<file path="src/design/tcc_map.svh">
`ifndef TCC_MAP_SVH
`define TCC_MAP_SVH

// Register byte offsets.
`define TCC_ODSET 12'h030
`define TCC_ODCLR 12'h034
`define TCC_ODSR 12'h038
`define TCC_PDSR 12'h03c
`define TCC_MDER 12'h040
`define TCC_MDDR 12'h044
`define TCC_MDSR 12'h048
`define TCC_ECR 12'h050
`define TCC_DCR 12'h054
`define TCC_PMSR 12'h058
`define TCC_CR 12'h060
`define TCC_MR 12'h064
`define TCC_SR 12'h070
`define TCC_CV 12'h080
`define TCC_CAP_A 12'h084
`define TCC_CAP_B 12'h088
`define TCC_CMP_C 12'h08c
`define TCC_SYNC 12'h300

// Pin field: bit 16 line B, 17 line A, 18 external count input.
`define TCC_PIN_LSB 16
`define TCC_PIN_MSB 18

// Clock gate bits.
`define TCC_PINS_CLK 0
`define TCC_TIMER_CLK 1

// Command bits.
`define TCC_CMD_SRST 0
`define TCC_CMD_CLKON 1
`define TCC_CMD_CLKOFF 2
`define TCC_CMD_TRIG 3
`define TCC_SYNC_BIT 0

// Mode fields.
`define TCC_MR_MASK 32'h000f_c7ff
`define TCC_MR_CLKI 3
`define TCC_MR_LDBSTOP 6
`define TCC_MR_LDBDIS 7
`define TCC_MR_TRGLINE 10
`define TCC_MR_CPCTRG 14
`define TCC_MR_WAVE 15

// Status layout: six events in [7:4],[1:0], clock status 8, mirrors 9/10, pins 16..18.
`define TCC_SR_CLKSTA 8
`define TCC_SR_MTIOA 9
`define TCC_SR_MTIOB 10

`define TCC_CNT_MAX 16'hffff
`define TCC_PRESC_W 10

`endif

</file>
<file path="src/design/tcc_pkg.sv">
package tcc_pkg;

  typedef enum logic [0:0] {
    TCC_HALTED = 1'b0,
    TCC_COUNTING = 1'b1
  } tcc_run_e;

  typedef enum logic [2:0] {
    TCC_DIV2 = 3'b000,
    TCC_DIV8 = 3'b001,
    TCC_DIV32 = 3'b010,
    TCC_DIV128 = 3'b011,
    TCC_DIV1024 = 3'b100,
    TCC_XC0 = 3'b101,
    TCC_XC1 = 3'b110,
    TCC_XC2 = 3'b111
  } tcc_clksel_e;

endpackage

</file>
<file path="src/design/tcc_timer_channel.sv">
// Notes on behaviour
// - Output value status shows programmed B, A and count-pin values in bits 16..18.
// - Pin level status shows the real level on each of the three pins.
// - Open-drain set and clear registers change per-pin state; status shows it.
// - Clock gate bit 0 turns the pin logic clock on or off; status reports it.
// - Clock gate bit 1 gates timer and divider; status bit 1 reports it.
// - Mode bit 15 zero selects capture; it resets to zero.
// - In capture mode lines A and B are always inputs.
// - Selected line A edges load capture A, capture B, or trigger the counter.
// - A writable 16-bit compare C register is compared with the counter.
// - Loading capture B may disable the counter clock and/or stop the counter.
// - Counter clock is core clock /2,/8,/32,/128,/1024 or one of three externals.
// - Burst option gates the selected clock with an external clock level.
// - Six events: trigger, A loaded, B loaded, overflow, overrun, compare C.
// - Overflow is flagged when the counter wraps from ffff to 0000.
// - Overrun is flagged when a capture reloads before its last value was read.
// - Compare C is flagged on the tick that takes the counter to compare C; with mode bit 14 set that tick restarts it at 0000 instead.
// - A write with sync bit 0 set triggers the counter at its next tick when clock enabled.
// - Command bit 0 resets the whole channel except clock gate status.
// - Command bit 1 enables counter clock unless bit 2 also set; bit 2 disables.
// - Command bit 3 triggers the counter at its next tick when clock enabled.
// - On an external clock the counter advances once per rising edge, or once per falling edge when mode bit 3 is set.
// - Reading status clears event flags and pin change flags.
// - Trigger comes from line A or B; edge code 00 none 01 rise 10 fall 11 both.
`timescale 1ns/1ps
`default_nettype none
`include "tcc_map.svh"

module tcc_timer_channel (
  input wire logic pclk, // APB clock, 100 MHz
  input wire logic presetn, // asynchronous reset, active low
  input wire logic psel, // APB select
  input wire logic penable, // APB access phase
  input wire logic pwrite, // APB direction, 1 for write
  input wire logic [11:0] paddr, // APB byte address
  input wire logic [31:0] pwdata, // APB write data
  output logic [31:0] prdata, // APB read data
  output logic pready, // APB transfer done
  output logic pslverr, // APB error, unmapped address
  input wire logic timer_line_a_in, // line A pin level
  output logic timer_line_a_out, // line A drive value
  output logic timer_line_a_oe, // line A drive enable
  input wire logic timer_line_b_in, // line B pin level
  output logic timer_line_b_out, // line B drive value
  output logic timer_line_b_oe, // line B drive enable
  input wire logic external_count_input_in, // count pin level, also external clock 0
  output logic external_count_input_out, // count pin drive value
  output logic external_count_input_oe, // count pin drive enable
  input wire logic ext_clock_1, // external clock 1
  input wire logic ext_clock_2 // external clock 2
);

  // ---------------------------------------------------------------
  // Pin synchronisers
  // ---------------------------------------------------------------
  // Index 0 line B, 1 line A, 2 count pin, 3 ext clock 1, 4 ext clock 2.
  logic [4:0] pin_meta;
  logic [4:0] pin_sync;
  logic [4:0] pin_prev;

  always_ff @(posedge pclk or negedge presetn) begin
    if (!presetn) begin
      pin_meta <= 5'h00;
      pin_sync <= 5'h00;
      pin_prev <= 5'h00;
    end else begin
      pin_meta <= {ext_clock_2, ext_clock_1, external_count_input_in, timer_line_a_in,
                   timer_line_b_in};
      pin_sync <= pin_meta;
      pin_prev <= pin_sync;
    end
  end

  logic [4:0] pin_rise;
  logic [4:0] pin_fall;
  assign pin_rise = pin_sync & ~pin_prev;
  assign pin_fall = ~pin_sync & pin_prev;

  function automatic logic edge_hit(input logic [1:0] sel, input logic rise, input logic fall);
    edge_hit = (sel[0] & rise) | (sel[1] & fall);
  endfunction

  // ---------------------------------------------------------------
  // APB slave
  // ---------------------------------------------------------------
  // One wait state: prdata is captured with pready so every output is a flop.
  logic acc;
  logic done;
  logic wr_done;
  logic rd_done;
  assign acc = psel & penable;
  assign done = acc & pready;
  assign wr_done = done & pwrite;
  assign rd_done = done & ~pwrite;

  function automatic logic wr_at(input logic [11:0] a, input logic [11:0] off);
    wr_at = (a == off);
  endfunction

  logic soft_rst;
  assign soft_rst = wr_done & wr_at(paddr, `TCC_CR) & pwdata[`TCC_CMD_SRST];

  // ---------------------------------------------------------------
  // Pin control registers
  // ---------------------------------------------------------------
  logic [2:0] out_value;
  logic [2:0] open_drain;
  logic [31:0] mode;
  logic pins_clk_on;
  logic timer_clk_on;

  always_ff @(posedge pclk or negedge presetn) begin
    if (!presetn) begin
      out_value <= 3'h0;
      open_drain <= 3'h0;
    end else if (soft_rst) begin
      out_value <= 3'h0;
      open_drain <= 3'h0;
    end else if (wr_done) begin
      if (wr_at(paddr, `TCC_ODSET)) begin
        out_value <= out_value | pwdata[`TCC_PIN_MSB:`TCC_PIN_LSB];
      end else if (wr_at(paddr, `TCC_ODCLR)) begin
        out_value <= out_value & ~pwdata[`TCC_PIN_MSB:`TCC_PIN_LSB];
      end else if (wr_at(paddr, `TCC_MDER)) begin
        open_drain <= open_drain | pwdata[`TCC_PIN_MSB:`TCC_PIN_LSB];
      end else if (wr_at(paddr, `TCC_MDDR)) begin
        open_drain <= open_drain & ~pwdata[`TCC_PIN_MSB:`TCC_PIN_LSB];
      end
    end
  end

  // Clock gate status survives a channel soft reset.
  always_ff @(posedge pclk or negedge presetn) begin
    if (!presetn) begin
      pins_clk_on <= 1'b0;
      timer_clk_on <= 1'b0;
    end else if (wr_done && wr_at(paddr, `TCC_ECR)) begin
      pins_clk_on <= pins_clk_on | pwdata[`TCC_PINS_CLK];
      timer_clk_on <= timer_clk_on | pwdata[`TCC_TIMER_CLK];
    end else if (wr_done && wr_at(paddr, `TCC_DCR)) begin
      pins_clk_on <= pins_clk_on & ~pwdata[`TCC_PINS_CLK];
      timer_clk_on <= timer_clk_on & ~pwdata[`TCC_TIMER_CLK];
    end
  end

  // Open drain pulls low only; lines A and B never drive while in capture mode.
  always_ff @(posedge pclk or negedge presetn) begin
    if (!presetn) begin
      timer_line_a_out <= 1'b0;
      timer_line_b_out <= 1'b0;
      external_count_input_out <= 1'b0;
      timer_line_a_oe <= 1'b0;
      timer_line_b_oe <= 1'b0;
      external_count_input_oe <= 1'b0;
    end else begin
      timer_line_b_out <= out_value[0];
      timer_line_a_out <= out_value[1];
      external_count_input_out <= out_value[2];
      timer_line_b_oe <= mode[`TCC_MR_WAVE] & open_drain[0] & ~out_value[0];
      timer_line_a_oe <= mode[`TCC_MR_WAVE] & open_drain[1] & ~out_value[1];
      external_count_input_oe <= open_drain[2] & ~out_value[2];
    end
  end

  // ---------------------------------------------------------------
  // Mode and compare registers
  // ---------------------------------------------------------------
  logic [15:0] compare_c;

  always_ff @(posedge pclk or negedge presetn) begin
    if (!presetn) begin
      mode <= 32'h0000_0000;
      compare_c <= 16'h0000;
    end else if (soft_rst) begin
      mode <= 32'h0000_0000;
      compare_c <= 16'h0000;
    end else if (wr_done && wr_at(paddr, `TCC_MR)) begin
      mode <= pwdata & `TCC_MR_MASK;
    end else if (wr_done && wr_at(paddr, `TCC_CMP_C)) begin
      compare_c <= pwdata[15:0];
    end
  end

  tcc_pkg::tcc_clksel_e clk_sel;
  assign clk_sel = tcc_pkg::tcc_clksel_e'(mode[2:0]);

  // ---------------------------------------------------------------
  // Counter clock source
  // ---------------------------------------------------------------
  // The divider runs only while the timer clock gate is on.
  logic [`TCC_PRESC_W-1:0] presc;

  always_ff @(posedge pclk or negedge presetn) begin
    if (!presetn) begin
      presc <= '0;
    end else if (soft_rst) begin
      presc <= '0;
    end else if (timer_clk_on) begin
      presc <= presc + 1'b1;
    end
  end

  logic [2:0] xc_level;
  logic [2:0] xc_edge;
  logic src_tick;
  logic burst_gate;
  logic cnt_tick;
  assign xc_level = {pin_sync[4], pin_sync[3], pin_sync[2]};
  // Inverted clock counts on falling edges of the external source.
  assign xc_edge = mode[`TCC_MR_CLKI] ? {pin_fall[4], pin_fall[3], pin_fall[2]}
                                      : {pin_rise[4], pin_rise[3], pin_rise[2]};

  always_comb begin
    case (clk_sel)
      tcc_pkg::TCC_DIV2: src_tick = &presc[0:0];
      tcc_pkg::TCC_DIV8: src_tick = &presc[2:0];
      tcc_pkg::TCC_DIV32: src_tick = &presc[4:0];
      tcc_pkg::TCC_DIV128: src_tick = &presc[6:0];
      tcc_pkg::TCC_DIV1024: src_tick = &presc[9:0];
      tcc_pkg::TCC_XC0: src_tick = xc_edge[0];
      tcc_pkg::TCC_XC1: src_tick = xc_edge[1];
      default: src_tick = xc_edge[2];
    endcase
  end

  always_comb begin
    case (mode[5:4])
      2'b00: burst_gate = 1'b1;
      2'b01: burst_gate = xc_level[0];
      2'b10: burst_gate = xc_level[1];
      default: burst_gate = xc_level[2];
    endcase
  end

  logic clk_enabled;
  assign cnt_tick = src_tick & burst_gate & timer_clk_on & clk_enabled;

  // ---------------------------------------------------------------
  // Capture, trigger and counter
  // ---------------------------------------------------------------
  tcc_pkg::tcc_run_e run;
  logic [15:0] count;
  logic [15:0] capture_a;
  logic [15:0] capture_b;
  logic trg_pending;
  logic a_armed;
  logic a_unread;
  logic b_unread;

  logic trg_rise;
  logic trg_fall;
  logic ext_trg;
  logic load_a;
  logic load_b;
  logic b_halts;
  logic cpc_evt;
  logic ovf_evt;
  logic trg_req;
  logic cmd_wr;
  logic sync_wr;

  assign cmd_wr = wr_done & wr_at(paddr, `TCC_CR);
  assign sync_wr = wr_done & wr_at(paddr, `TCC_SYNC) & pwdata[`TCC_SYNC_BIT];
  assign trg_rise = mode[`TCC_MR_TRGLINE] ? pin_rise[1] : pin_rise[0];
  assign trg_fall = mode[`TCC_MR_TRGLINE] ? pin_fall[1] : pin_fall[0];
  assign ext_trg = edge_hit(mode[9:8], trg_rise, trg_fall);
  assign load_a = clk_enabled & edge_hit(mode[17:16], pin_rise[1], pin_fall[1]);
  // Capture B waits until capture A has been loaded since the last trigger or the last load of capture B.
  assign load_b = clk_enabled & a_armed & edge_hit(mode[19:18], pin_rise[1], pin_fall[1]);
  assign b_halts = load_b & (mode[`TCC_MR_LDBSTOP] | mode[`TCC_MR_LDBDIS]);
  assign cpc_evt = cnt_tick & ~trg_pending & (run == tcc_pkg::TCC_COUNTING) &
                   (count + 16'h0001 == compare_c);
  assign ovf_evt = cnt_tick & ~trg_pending & (run == tcc_pkg::TCC_COUNTING) &
                   (count == `TCC_CNT_MAX);
  // A trigger edge that also halts via capture B is dropped.
  assign trg_req = clk_enabled & ~b_halts &
                   ((cmd_wr & pwdata[`TCC_CMD_TRIG]) | sync_wr | ext_trg |
                    (mode[`TCC_MR_CPCTRG] & cpc_evt));

  always_ff @(posedge pclk or negedge presetn) begin
    if (!presetn) begin
      clk_enabled <= 1'b0;
    end else if (soft_rst) begin
      clk_enabled <= 1'b0;
    end else if ((cmd_wr && pwdata[`TCC_CMD_CLKOFF]) || (load_b && mode[`TCC_MR_LDBDIS])) begin
      clk_enabled <= 1'b0;
    end else if (cmd_wr && pwdata[`TCC_CMD_CLKON]) begin
      clk_enabled <= 1'b1;
    end
  end

  always_ff @(posedge pclk or negedge presetn) begin
    if (!presetn) begin
      run <= tcc_pkg::TCC_HALTED;
      count <= 16'h0000;
      trg_pending <= 1'b0;
    end else if (soft_rst) begin
      run <= tcc_pkg::TCC_HALTED;
      count <= 16'h0000;
      trg_pending <= 1'b0;
    end else if (b_halts) begin
      run <= tcc_pkg::TCC_HALTED;
      trg_pending <= 1'b0;
    end else begin
      case (run)
        tcc_pkg::TCC_HALTED: begin
          if (cnt_tick && (trg_pending || trg_req)) begin
            count <= 16'h0000;
            run <= tcc_pkg::TCC_COUNTING;
            trg_pending <= 1'b0;
          end else if (trg_req) begin
            trg_pending <= 1'b1;
          end
        end
        default: begin
          if (cnt_tick && (trg_pending || trg_req)) begin
            count <= 16'h0000;
            trg_pending <= 1'b0;
          end else if (cnt_tick) begin
            count <= count + 16'h0001;
          end else if (trg_req) begin
            trg_pending <= 1'b1;
          end
        end
      endcase
      if (!clk_enabled) begin
        trg_pending <= 1'b0;
      end
    end
  end

  logic rd_cap_a;
  logic rd_cap_b;
  assign rd_cap_a = rd_done & wr_at(paddr, `TCC_CAP_A);
  assign rd_cap_b = rd_done & wr_at(paddr, `TCC_CAP_B);

  always_ff @(posedge pclk or negedge presetn) begin
    if (!presetn) begin
      capture_a <= 16'h0000;
      capture_b <= 16'h0000;
      a_armed <= 1'b0;
      a_unread <= 1'b0;
      b_unread <= 1'b0;
    end else if (soft_rst) begin
      capture_a <= 16'h0000;
      capture_b <= 16'h0000;
      a_armed <= 1'b0;
      a_unread <= 1'b0;
      b_unread <= 1'b0;
    end else begin
      if (load_a) begin
        capture_a <= count;
      end else if (wr_done && wr_at(paddr, `TCC_CAP_A)) begin
        capture_a <= pwdata[15:0];
      end
      if (load_b) begin
        capture_b <= count;
      end else if (wr_done && wr_at(paddr, `TCC_CAP_B)) begin
        capture_b <= pwdata[15:0];
      end
      a_armed <= load_a | (a_armed & ~load_b & ~trg_req);
      a_unread <= load_a | (a_unread & ~rd_cap_a);
      b_unread <= load_b | (b_unread & ~rd_cap_b);
    end
  end

  // ---------------------------------------------------------------
  // Status flags
  // ---------------------------------------------------------------
  // A new event in the reading cycle stays set for the next read.
  logic rd_sr;
  logic [5:0] evt_flags;
  logic [5:0] evt_set;
  logic [2:0] pin_changed;
  assign rd_sr = rd_done & wr_at(paddr, `TCC_SR);
  // Order: trigger, load B, load A, compare C, overrun, overflow.
  assign evt_set = {ext_trg & clk_enabled, load_b, load_a, cpc_evt,
                    (load_a & a_unread) | (load_b & b_unread), ovf_evt};

  always_ff @(posedge pclk or negedge presetn) begin
    if (!presetn) begin
      evt_flags <= 6'h00;
      pin_changed <= 3'h0;
    end else if (soft_rst) begin
      evt_flags <= 6'h00;
      pin_changed <= 3'h0;
    end else begin
      // The read clears only what prdata reported, so a flag set after the snapshot survives.
      evt_flags <= (rd_sr ? (evt_flags & ~{prdata[7:4], prdata[1:0]}) : evt_flags) |
                   evt_set;
      pin_changed <= (rd_sr ? (pin_changed & prdata[`TCC_PIN_MSB:`TCC_PIN_LSB]) :
                      pin_changed) |
                     ({3{pins_clk_on}} & (pin_rise[2:0] | pin_fall[2:0]));
    end
  end

  // ---------------------------------------------------------------
  // Read mux and response
  // ---------------------------------------------------------------
  logic [31:0] rd_val;
  logic rd_hit;

  always_comb begin
    rd_val = 32'h0000_0000;
    rd_hit = 1'b1;
    if (paddr == `TCC_ODSR) begin
      rd_val[`TCC_PIN_MSB:`TCC_PIN_LSB] = out_value;
    end else if (paddr == `TCC_PDSR) begin
      rd_val[`TCC_PIN_MSB:`TCC_PIN_LSB] = pin_sync[2:0];
    end else if (paddr == `TCC_MDSR) begin
      rd_val[`TCC_PIN_MSB:`TCC_PIN_LSB] = open_drain;
    end else if (paddr == `TCC_PMSR) begin
      rd_val[`TCC_TIMER_CLK:`TCC_PINS_CLK] = {timer_clk_on, pins_clk_on};
    end else if (paddr == `TCC_MR) begin
      rd_val = mode;
    end else if (paddr == `TCC_SR) begin
      rd_val[7:4] = evt_flags[5:2];
      rd_val[1:0] = evt_flags[1:0];
      rd_val[`TCC_SR_CLKSTA] = clk_enabled;
      rd_val[`TCC_SR_MTIOA] = pin_sync[1];
      rd_val[`TCC_SR_MTIOB] = pin_sync[0];
      rd_val[`TCC_PIN_MSB:`TCC_PIN_LSB] = ~pin_changed; // 1 means no change seen.
    end else if (paddr == `TCC_CV) begin
      rd_val[15:0] = count;
    end else if (paddr == `TCC_CAP_A) begin
      rd_val[15:0] = capture_a;
    end else if (paddr == `TCC_CAP_B) begin
      rd_val[15:0] = capture_b;
    end else if (paddr == `TCC_CMP_C) begin
      rd_val[15:0] = compare_c;
    end else if ((paddr == `TCC_ODSET) || (paddr == `TCC_ODCLR) || (paddr == `TCC_MDER) ||
                 (paddr == `TCC_MDDR) || (paddr == `TCC_ECR) || (paddr == `TCC_DCR) ||
                 (paddr == `TCC_CR) || (paddr == `TCC_SYNC)) begin
      rd_val = 32'h0000_0000;
    end else begin
      rd_hit = 1'b0;
    end
  end

  always_ff @(posedge pclk or negedge presetn) begin
    if (!presetn) begin
      pready <= 1'b0;
      prdata <= 32'h0000_0000;
      pslverr <= 1'b0;
    end else if (acc && !pready) begin
      pready <= 1'b1;
      prdata <= pwrite ? 32'h0000_0000 : rd_val;
      pslverr <= ~rd_hit;
    end else begin
      pready <= 1'b0;
      prdata <= 32'h0000_0000;
      pslverr <= 1'b0;
    end
  end

endmodule
`default_nettype wire

</file>
<file path="config.mk">
export PLATFORM = sky130hd
export DESIGN_NAME = tcc_timer_channel
export DESIGN_NICKNAME = d
export VERILOG_FILES = /design/src/design/tcc_pkg.sv /design/src/design/tcc_timer_channel.sv
export VERILOG_INCLUDE_DIRS = /design/src /design/src/design
export SDC_FILE = /design/constraint.sdc
export NUM_CORES = 1
export LEC_CHECK = 0
export BUFFER_PORTS_ARGS = -buffer_cell sky130_fd_sc_hd__buf_4
export CORE_MARGIN = 1
export CORE_UTILIZATION = 53
export DETAILED_ROUTE_END_ITERATION = 6
export PLACE_DENSITY = 0.7
export SYNTH_ARGS = -nofsm -noshare
export SYNTH_HDL_FRONTEND = slang
export SYNTH_SLANG_ARGS = --single-unit
</file>
<file path="constraint.sdc">
create_clock -name pclk -period 8 [get_ports pclk]
set_input_delay 0.8 -clock pclk [delete_from_list [all_inputs] [get_ports pclk]]
set_output_delay 0.8 -clock pclk [all_outputs]
set_load 0.005 [all_outputs]
</file>
==> results of run 1 <==
[power by group]
group	internal (mW)	leakage, nW	total (mW)	switching [mW]
sequential	0.799	2.02	0.803	0.00426
clock	0.433	0.255	0.759	0.325
combinational	0.0240	1.82	0.0660	0.0419
[registers in the layout, indices dropped and copies added, names as in the netlist, 5 cells and up, named ones only]
name       cells
evt_flags      6
pin_meta       5
compare_c     16
capture_a     16
capture_b     16
pin_sync       5
prdata        20
presc         10
pin_prev       5
mode          17
count         16
[cell type report]
class | instances | share of cell area (%)
timing repair buffer | 79 | 6.44
clock inverter | 10 | 0.998
sequential | 157 | 42.4
clock buffer | 21 | 4.86
inverter | 24 | 0.971
multi-input combinational | 632 | 41.9
tap | 184 | 2.48
[cells by family after synthesis]
group,after synthesis,synth area share (%)
buffers and inverters,84,5.02
muxes,36,4.48
adders and majority gates,10,1.54
xor gates and xnor gates,24,2.58
AOI/OAI and AO/OA,226,17.7
and+or+nand+nor,324,20.4
DFF,157,48.2
other,1,0.0460
[through the flow]
step,utilization [%],instances,cell area [um^2],power [mW]
finish,62.9,1107,9270,1.63
global route,62.9,1107,9270,1.68
CTS,62.9,1107,9270,1.64
detailed placement,59.2,1076,8730,0.883
global placement,59.2,1076,8730,0.881
floorplan,-,873,8190,0.840
[Yosys cell counts (all sizes together), types with 2 or more instances]
library cell	n	area [um^2]
a211oi	2	15.0
a21o	2	15.0
a21oi	54	270
a221o	3	30.0
a221oi	13	114
a222oi	16	160
a22o	20	175
a22oi	7	52.6
a31oi	2	12.5
and2	4	25.0
and3	7	43.8
and3b	3	26.3
and4	2	17.5
buf	27	194
clkbuf	33	125
dfrtp	157	3930
ha	10	125
inv	24	90.1
mux2	4	45.0
mux2i	32	320
nand2	107	402
nand2b	9	56.3
nand3	22	123
nand3b	3	22.5
nand4	12	96.3
nand4b	6	67.6
nand4bb	2	38.8
nor2	75	282
nor2b	12	75.1
nor3	22	120
nor3b	2	15.0
nor4	6	37.5
nor4b	3	26.3
o211ai	4	30.0
o21a	2	15.0
o21ai	93	465
or2	7	43.8
or3	14	87.6
or4	4	37.5
xnor2	12	105
xor2	12	105
[routing by layer]
layer / up-vias / track usage, %
li1: 3176 / -
met1: 3451 / 41.1
met2: 355 / 49.8
met3: 74 / 6.71
met4: 0 / 14.2
met5: - / 0
[worst paths after layout]
kind / end / cells past startpoint / slack, ns
setup / recovery: capture_a[10] / 9 / 4.04
hold / removal: pin_sync[1] / 0 / 0.35
setup reg to reg: count[15] / 10 / 4.27
hold reg to reg: pin_sync[1] / 0 / 0.35
max in group asynchronous: prdata[2] / 2 / 6.09
min in group asynchronous: prdata[9] / 1 / 0.39
==> impl_metrics.py, run 1 <==
metrics = {
    "clocking": {
        "root_buffer": "clkbuf_16",
        "clk_pin_slew_ns": 0.06,
        "cts_buffers": 17,
        "cts_setup_buffers": 0,
        "cts_tree": "done",
        "clkSinkCount": 157,
        "clk_latency_ns": 0.43,
        "cts_hold_buf": 0,
        "htree_levels": 4,
        "ctsLongestPathBuffers": 2,
        "postCtsResizedCells": 0,
    },
    "run": {
        "cap_violations": 0,
    },
    "layout": {
        "synthToLayoutAreaGrowth_pct": 13.8,
        "layout_common_cells": "dfrtp_1 (157), nand2_1 (107), o21ai_0 (93), buf_4 (78), nor2_1 (71)",
        "fin_nets": 975,
        "drive_gt1_share_pct": 14.5,
        "num-fill-cells": 1253,
        "layout.area.seq_mm2": 0.00393,
        "final_common_cell": "dfrtp_1",
        "multi_input_area_mm2": 0.00388,
        "num_antenna_cells": 0,
    },
    "setup_path": {
        "worstSetupStartpoint": "paddr[11]",
        "slowest_delay_ns": 0.84,
        "critical_path_buf_inv_count": 2,
        "worstPathMaxFanout": 17,
        "critPathCaptureType": "register",
        "worstPathArrival_ns": 4.28,
        "cp_slowest_cell": "nor2_2",
        "cp_top_family": "simple AND/OR/NAND/NOR gates",
        "reg2reg_from": "count[0]",
        "crit_required_ns": 8.33,
        "crit_path_start_kind": "input pin",
        "crit_path_frequent_cell": "o21ai_0",
        "cp_cell_sequence": "buf_4, or4_1, nor3_1, nand2b_1, nor2_2, inv_1, o21ai_0, nand2_1, o21ai_0",
        "crit_type": "in -> reg",
    },
    "power_and_ir_drop": {
        "leakage_nw": 4.09,
        "worst_ir_drop_vdd_mv": 0.145,
        "power_density_mw_per_mm2": 176,
    },
    "floorplan": {
        "start_util_pct": 55.2,
        "die_height_um": 126,
        "dieArea_mm2": 0.0159,
        "num_io_pins": 94,
        "core_mm2": 0.0148,
        "die_w_um": 126,
        "rows": 44,
    },
    "yosys": {
        "yosysSeqAreaShare_pct": 48.2,
        "synth_edf_count": 0,
        "yosys_warnings": 0,
        "synth_cell_types": 64,
        "synthFlopType": "dfrtp_1",
        "async_flop_share_pct": 100,
        "synth.cell_area_mm2": 0.00815,
        "synth_seq_cells": 157,
        "syn_avg_cell_area_um2": 9.45,
        "syn_inst": 862,
    },
    "timing": {
        "finalHoldViolations": 0,
        "fin_ws_ns": 4.04,
        "rsz0062_at_grt": "false",
        "max_freq_mhz": 253,
        "period_share_pct": 49.5,
        "fin_crit_ns": 3.96,
        "finalSetupTns_ns": 0,
        "drv_slew": 0,
        "tightest_slew_ns": 1.24,
        "setup_viol": 0,
        "holdWs_ns": 0.347,
        "relSlewSlack_pct": 17.2,
        "fin_skew_ns": 0.00669,
    },
    "route": {
        "m1WireLength_mm": 9.90,
        "vias": 7056,
        "wl_mm": 23.6,
        "top_layer_used": "met4",
        "drtAntennaViolNets": 0,
        "route.met3.wl_mm": 1.74,
        "route.detailed.drc": 0,
        "via_per_inst": 6.37,
        "drt_iter0_markers": 843,
        "firstDrtPassIters": 6,
        "avgRoutedWirePerCell_um": 21.4,
        "wl_met2_mm": 11.3,
    },
    "status": {
        "status": "completed",
    },
    "placed_design": {
        "post-place-ws_ns": 3.80,
        "place_hpwl_mm": 15.9,
        "gp_congestion": 0.900,
        "io_buffers": 69,
    },
    "global_routing": {
        "antenna_found_initial": 0,
        "grt_pass1_wl_mm": 37.8,
        "gr-total-overflow": 0,
        "grt_max_degree": 83,
        "grt_use_total_pct": 31.3,
        "grt_pass1_vias": 6968,
    },
    "min_path": {
        "hold_class": "reg -> reg",
        "holdCritStartpoint": "pin_meta[1]",
    },
}
(Power assumes the default switching activity.)
==> run 2, diff against run 1 <==
PLACE_DENSITY = 0.73   (was 0.7)
clock period = 3.4 ns   (was 8 ns; I/O delays follow)
==> impl_metrics.py, run 2 (synthesis gave the netlist of run 1 again) <==
metrics = {
    "power_and_ir_drop": {
        "p_seq_share_pct": 49.1,
        "leakage_nw": 4.22,
        "switching_share_pct": 22.6,
        "intPower_mw": 2.98,
        "p_switching_mw": 0.872,
        "power_mw": 3.85,
        "power_frac_comb_pct": 4.1,
        "power.share.clock_pct": 46.8,
        "power_density_mw_per_mm2": 407,
        "worst_ir_drop_vdd_mv": 0.343,
    },
    "floorplan": {
        "start_util_pct": 55.2,
        "core_mm2": 0.0148,
        "die_height_um": 126,
        "dieArea_mm2": 0.0159,
        "rows": 44,
        "num_io_pins": 94,
        "die_w_um": 126,
    },
    "timing": {
        "drv_slew": 0,
        "max_freq_mhz": 318,
        "tightest_slew_ns": 1.21,
        "holdWs_ns": -0.00884,
        "finalSetupTns_ns": 0,
        "setup_viol": 0,
        "period_share_pct": 92.4,
        "rsz0062_at_grt": "false",
        "fin_crit_ns": 3.14,
        "finalHoldViolations": 23,
        "relSlewSlack_pct": 19.3,
        "fin_skew_ns": 0.00979,
    },
    "setup_path": {
        "crit_path_frequent_cell": "nor4_1",
        "cp_cell_sequence": "ha_1, nand3_4, or3_1, xnor2_1, nor4_1, nand4bb_4, o31ai_4, or4_4, nor4_1, a221o_1",
        "worstPathArrival_ns": 3.46,
        "reg2reg_depth": 10,
        "worstPathMaxFanout": 15,
        "critPathCaptureType": "register",
        "cp_slowest_cell": "nor4_1",
        "crit_required_ns": 3.72,
        "r2r_slack_ns": 0.26,
        "slowest_delay_ns": 0.45,
        "crit_type": "reg -> reg",
        "crit_path_start_kind": "register",
    },
    "layout": {
        "regMostFlops": "prdata",
        "drive_gt1_share_pct": 16.6,
        "synthToLayoutAreaGrowth_pct": 16.1,
        "layout_common_cells": "dfrtp_1 (157), nand2_1 (107), buf_4 (100), o21ai_0 (93), nor2_1 (74)",
        "final_common_cell": "dfrtp_1",
        "largest_reg_flops": 20,
        "num_antenna_cells": 0,
        "top_regs": "prdata x20, mode x17",
        "fin_nets": 999,
    },
    "clocking": {
        "ctsLongestPathBuffers": 2,
        "htree_levels": 4,
        "clkSinkCount": 157,
        "cts_buffers": 17,
        "cts_tree": "done",
        "root_buffer": "clkbuf_16",
        "clk_latency_ns": 0.43,
        "clk_pin_slew_ns": 0.06,
    },
    "route": {
        "route.detailed.drc": 11,
        "vias": 7025,
        "firstDrtPassIters": 7,
        "wl_mm": 22.2,
        "avgRoutedWirePerCell_um": 19.6,
        "drtAntennaViolNets": 0,
        "drt_iter0_markers": 723,
        "via_per_inst": 6.21,
    },
    "global_routing": {
        "grt_use_total_pct": 29.8,
        "gr-total-overflow": 0,
        "grt_max_degree": 95,
        "antenna_found_initial": 0,
        "grt_pass1_wl_mm": 36.1,
        "grt_pass1_vias": 6632,
    },
    "min_path": {
        "hold_class": "in -> async",
    },
    "run": {
        "cap_violations": 0,
    },
    "placed_design": {
        "gp_congestion": 0.937,
        "place_hpwl_mm": 15.6,
        "io_buffers": 69,
    },
    "status": {
        "status": "finished, violations left",
        "violations": "design-rule violations, negative hold slack",
    },
}
run 2: cell types whose count changed in the layout (fill, tap and decap cells not counted), sizes merged:
cell,previous run,this run
dlygate4sd3,0,1
clkinv,4,7
buf,79,102
clkinvlp,4,2
run 2: stage by stage:
step | instances | util, % | hold WS (ns) | instance area [um^2] | setup slack, ns
finish | 1132 | 64.1 | -0.00884 | 9460 | 0.258
floorplan | 873 | - | 0.0444 | 8190 | 0.493
global route | 1132 | 64.1 | 0.00418 | 9460 | 0.0185
detailed placement | 1099 | 60.2 | 0.335 | 8890 | 0.107
CTS | 1132 | 64.0 | 0.000460 | 9450 | 0.0810
global placement | 1099 | 60.2 | 0.333 | 8890 | 0.143
run 2: final timing paths:
check,end,from
hold / removal,presc[7],presetn
hold reg to reg,pin_sync[2],pin_meta[2]
setup / recovery,count[7],count[0]
min in group pclk,pin_meta[3],ext_clock_1
setup reg to reg,count[7],count[0]
max in group asynchronous,compare_c[6],presetn
run 2: final cells by class:
class                      count  area [um^2]
sequential                   157         3930
tap                          184          230
multi-input combinational    632         3870
timing repair buffer         103          792
inverter                      24         90.1
fill                        1251         5290
clock inverter                11         92.6
clock buffer                  21          460
run 2: layer usage:
metal / GRT usage (%) / vias to the layer above / part of all wire, %
li1: - / 3223 / -
met1: 42.7 / 3400 / 43
met2: 44.1 / 360 / 45
met3: 7.73 / 42 / 9.8
met4: 9.57 / 0 / 2.2
met5: 0 / - / 0
run 2: power by group through the flow:
stage | Combinational, mW | Clock [mW] | Sequential, mW
after floorplan | 0.0549 | 0 | 1.92
after CTS | 0.160 | 1.82 | 1.89
after global placement | 0.156 | 0 | 1.92
final | 0.160 | 1.80 | 1.89
after global routing | 0.177 | 1.89 | 1.89
after detailed placement | 0.158 | 0 | 1.92
run 2: critical path: cells and delay by family (launching register included):
family,cells,cell delay (ns)
adder cells (fa/ha/maj),1,0.32
XOR/XNOR,1,0.16
AO/OA/AOI/OAI,2,0.62
flip-flops,1,0.35
AND/OR/NAND/NOR,6,1.57
run 2: repair_timing:
action / in CTS / in global routing
endpoints found under the hold margin: 1 / 0
resized for setup: 0 / 2
hold buffers: 1 / 0
setup endpoints to repair: 0 / 13
buffers inserted: 0 / 0
==> run 3, diff against run 2 <==
PLACE_DENSITY = 0.7   (was 0.73)
clock period = 3.17 ns   (was 3.4 ns; I/O delays follow)
==> impl_metrics.py, run 3 (synthesis gave the netlist of run 1 again) <==
metrics = {
    "status": {
        "status": "completed",
    },
    "layout": {
        "final_common_cell": "dfrtp_1",
        "drive_gt1_share_pct": 20.3,
        "largest_reg_flops": 20,
        "fin_nets": 1025,
        "num_antenna_cells": 0,
        "post-route-util_pct": 67.2,
        "layout_common_cells": "dfrtp_1 (154), buf_4 (116), nand2_1 (107), o21ai_0 (93), nor2_1 (73)",
        "num-fill-cells": 1169,
        "regMostFlops": "prdata",
        "multi_input_area_mm2": 0.00400,
        "synthToLayoutAreaGrowth_pct": 21.6,
        "top_regs": "prdata x20, mode x17",
        "fin_area_mm2": 0.00991,
        "layout.area.seq_mm2": 0.00393,
    },
    "run": {
        "cap_violations": 0,
    },
    "min_path": {
        "hold_class": "in -> reg",
        "holdCritStartpoint": "pwdata[19]",
    },
    "placed_design": {
        "dpl_cell_area_mm2": 0.00902,
        "io_buffers": 69,
        "place_hpwl_mm": 16.8,
        "post-place-ws_ns": -0.0449,
        "gp_congestion": 0.913,
    },
    "clocking": {
        "cts_tree": "done",
        "clk_pin_slew_ns": 0.06,
        "clkSinkCount": 157,
        "root_buffer": "clkbuf_16",
        "clk_latency_ns": 0.43,
        "cts_buffers": 17,
        "ctsLongestPathBuffers": 2,
        "htree_levels": 4,
    },
    "setup_path": {
        "worstPathMaxFanout": 7,
        "crit_required_ns": 3.49,
        "crit_type": "reg -> reg",
        "critPathCaptureType": "register",
        "worstPathArrival_ns": 3.43,
        "cp_top_family": "compound AO/OA/AOI/OAI gates",
        "slowest_delay_ns": 0.52,
        "reg2reg_from": "mode[4]",
        "cp_slowest_cell": "or4_4",
        "crit_path_start_kind": "register",
        "worstSetupStartpoint": "mode[4]",
        "cp_cell_sequence": "mux2i_1, a221oi_2, o311ai_4, or4_4, nand4bb_4, o31ai_4, buf_6, a21oi_4, clkbuf_16, o211a_1, a211o_1",
        "critical_path_buf_inv_count": 2,
    },
    "route": {
        "vias": 7264,
        "drt_iter0_markers": 804,
        "via_per_inst": 6.27,
        "route.detailed.drc": 0,
        "firstDrtPassIters": 6,
        "avgRoutedWirePerCell_um": 21.3,
        "drtAntennaViolNets": 0,
        "wl_mm": 24.7,
    },
    "floorplan": {
        "die_height_um": 126,
        "rows": 44,
        "dieArea_mm2": 0.0159,
        "core_mm2": 0.0148,
        "num_io_pins": 94,
        "die_w_um": 126,
        "start_util_pct": 55.2,
    },
    "power_and_ir_drop": {
        "power_density_mw_per_mm2": 443,
        "power.share.clock_pct": 49.8,
        "p_switching_mw": 0.968,
        "worst_ir_drop_vdd_mv": 0.395,
        "intPower_mw": 3.43,
        "p_seq_share_pct": 46.1,
        "leakage_nw": 4.41,
        "power_frac_comb_pct": 4.1,
        "power_mw": 4.39,
        "switching_share_pct": 22.0,
    },
    "global_routing": {
        "grt_pass1_vias": 7088,
        "antenna_found_initial": 0,
        "grt_max_degree": 80,
        "gr-total-overflow": 0,
        "grt_use_total_pct": 31.4,
        "grt_pass1_wl_mm": 38.0,
    },
    "timing": {
        "drv_slew": 0,
        "relSlewSlack_pct": 26.2,
        "fin_crit_ns": 3.11,
        "period_share_pct": 98.2,
        "max_freq_mhz": 321,
        "fin_ws_ns": 0.0582,
        "setup_viol": 0,
        "holdWs_ns": 0.0984,
        "tightest_slew_ns": 1.10,
        "finalHoldViolations": 0,
        "fin_skew_ns": 0.00609,
    },
}
run 3: power groups by stage:
stage	sequential (mW)	combinational, mW	clock (mW)
after CTS	2.03	0.177	2.20
after floorplan	2.06	0.0589	0
after detailed placement	2.06	0.169	0
after global placement	2.06	0.163	0
after global routing	2.03	0.200	2.27
final	2.03	0.180	2.19
run 3: final timing paths:
| kind | to | slack (ns) | depth (start not counted) |
|---|---|---|---|
| setup / recovery | count[8] | 0.06 | 11 |
| hold / removal | mode[19] | 0.1 | 3 |
| max in group asynchronous | mode[17] | 1.83 | 3 |
| hold reg to reg | pin_sync[1] | 0.35 | 0 |
| setup reg to reg | count[8] | 0.06 | 11 |
| min in group asynchronous | capture_b[10] | 0.51 | 2 |
run 3: layout make-up:
type	count	area share, %
multi-input combinational	633	40.4
sequential	157	39.7
timing repair buffer	128	10.4
clock buffer	18	4.43
tap	184	2.32
clock inverter	14	1.93
inverter	24	0.909
run 3: through the flow:
stage,TNS (ns),std cells
2_1_floorplan,0,873
3_3_place_gp,0,1113
3_5_place_dp,-0.255,1113
4_1_cts,0,1151
5_1_grt,-0.00540,1158
6_report,0,1158
run 3: timing repair:
| action | 4_1_cts | 5_1_grt |
|---|---|---|
| hold endpoints to repair | 82 | 0 |
| setup endpoints to repair | 10 | 12 |
| resized for setup | 4 | 26 |
| setup buffers | 0 | 5 |
| hold buffers | 6 | 0 |
| gates cloned | 0 | 2 |
| pin swaps | 0 | 9 |
run 3: tightest hold or removal path: stages:
cell and delay, ns:
buf_4 0.08, nand2_1 0.04, o21ai_0 0.06
run 3: per-layer routing:
metal  track usage, %  routed length (um)  part of all wire, %
met1             40.0                9740                   39
met2             52.5               12200                   50
met3             6.16                1960                  7.9
met4             13.4                 763                  3.1
met5                0                   0                    0
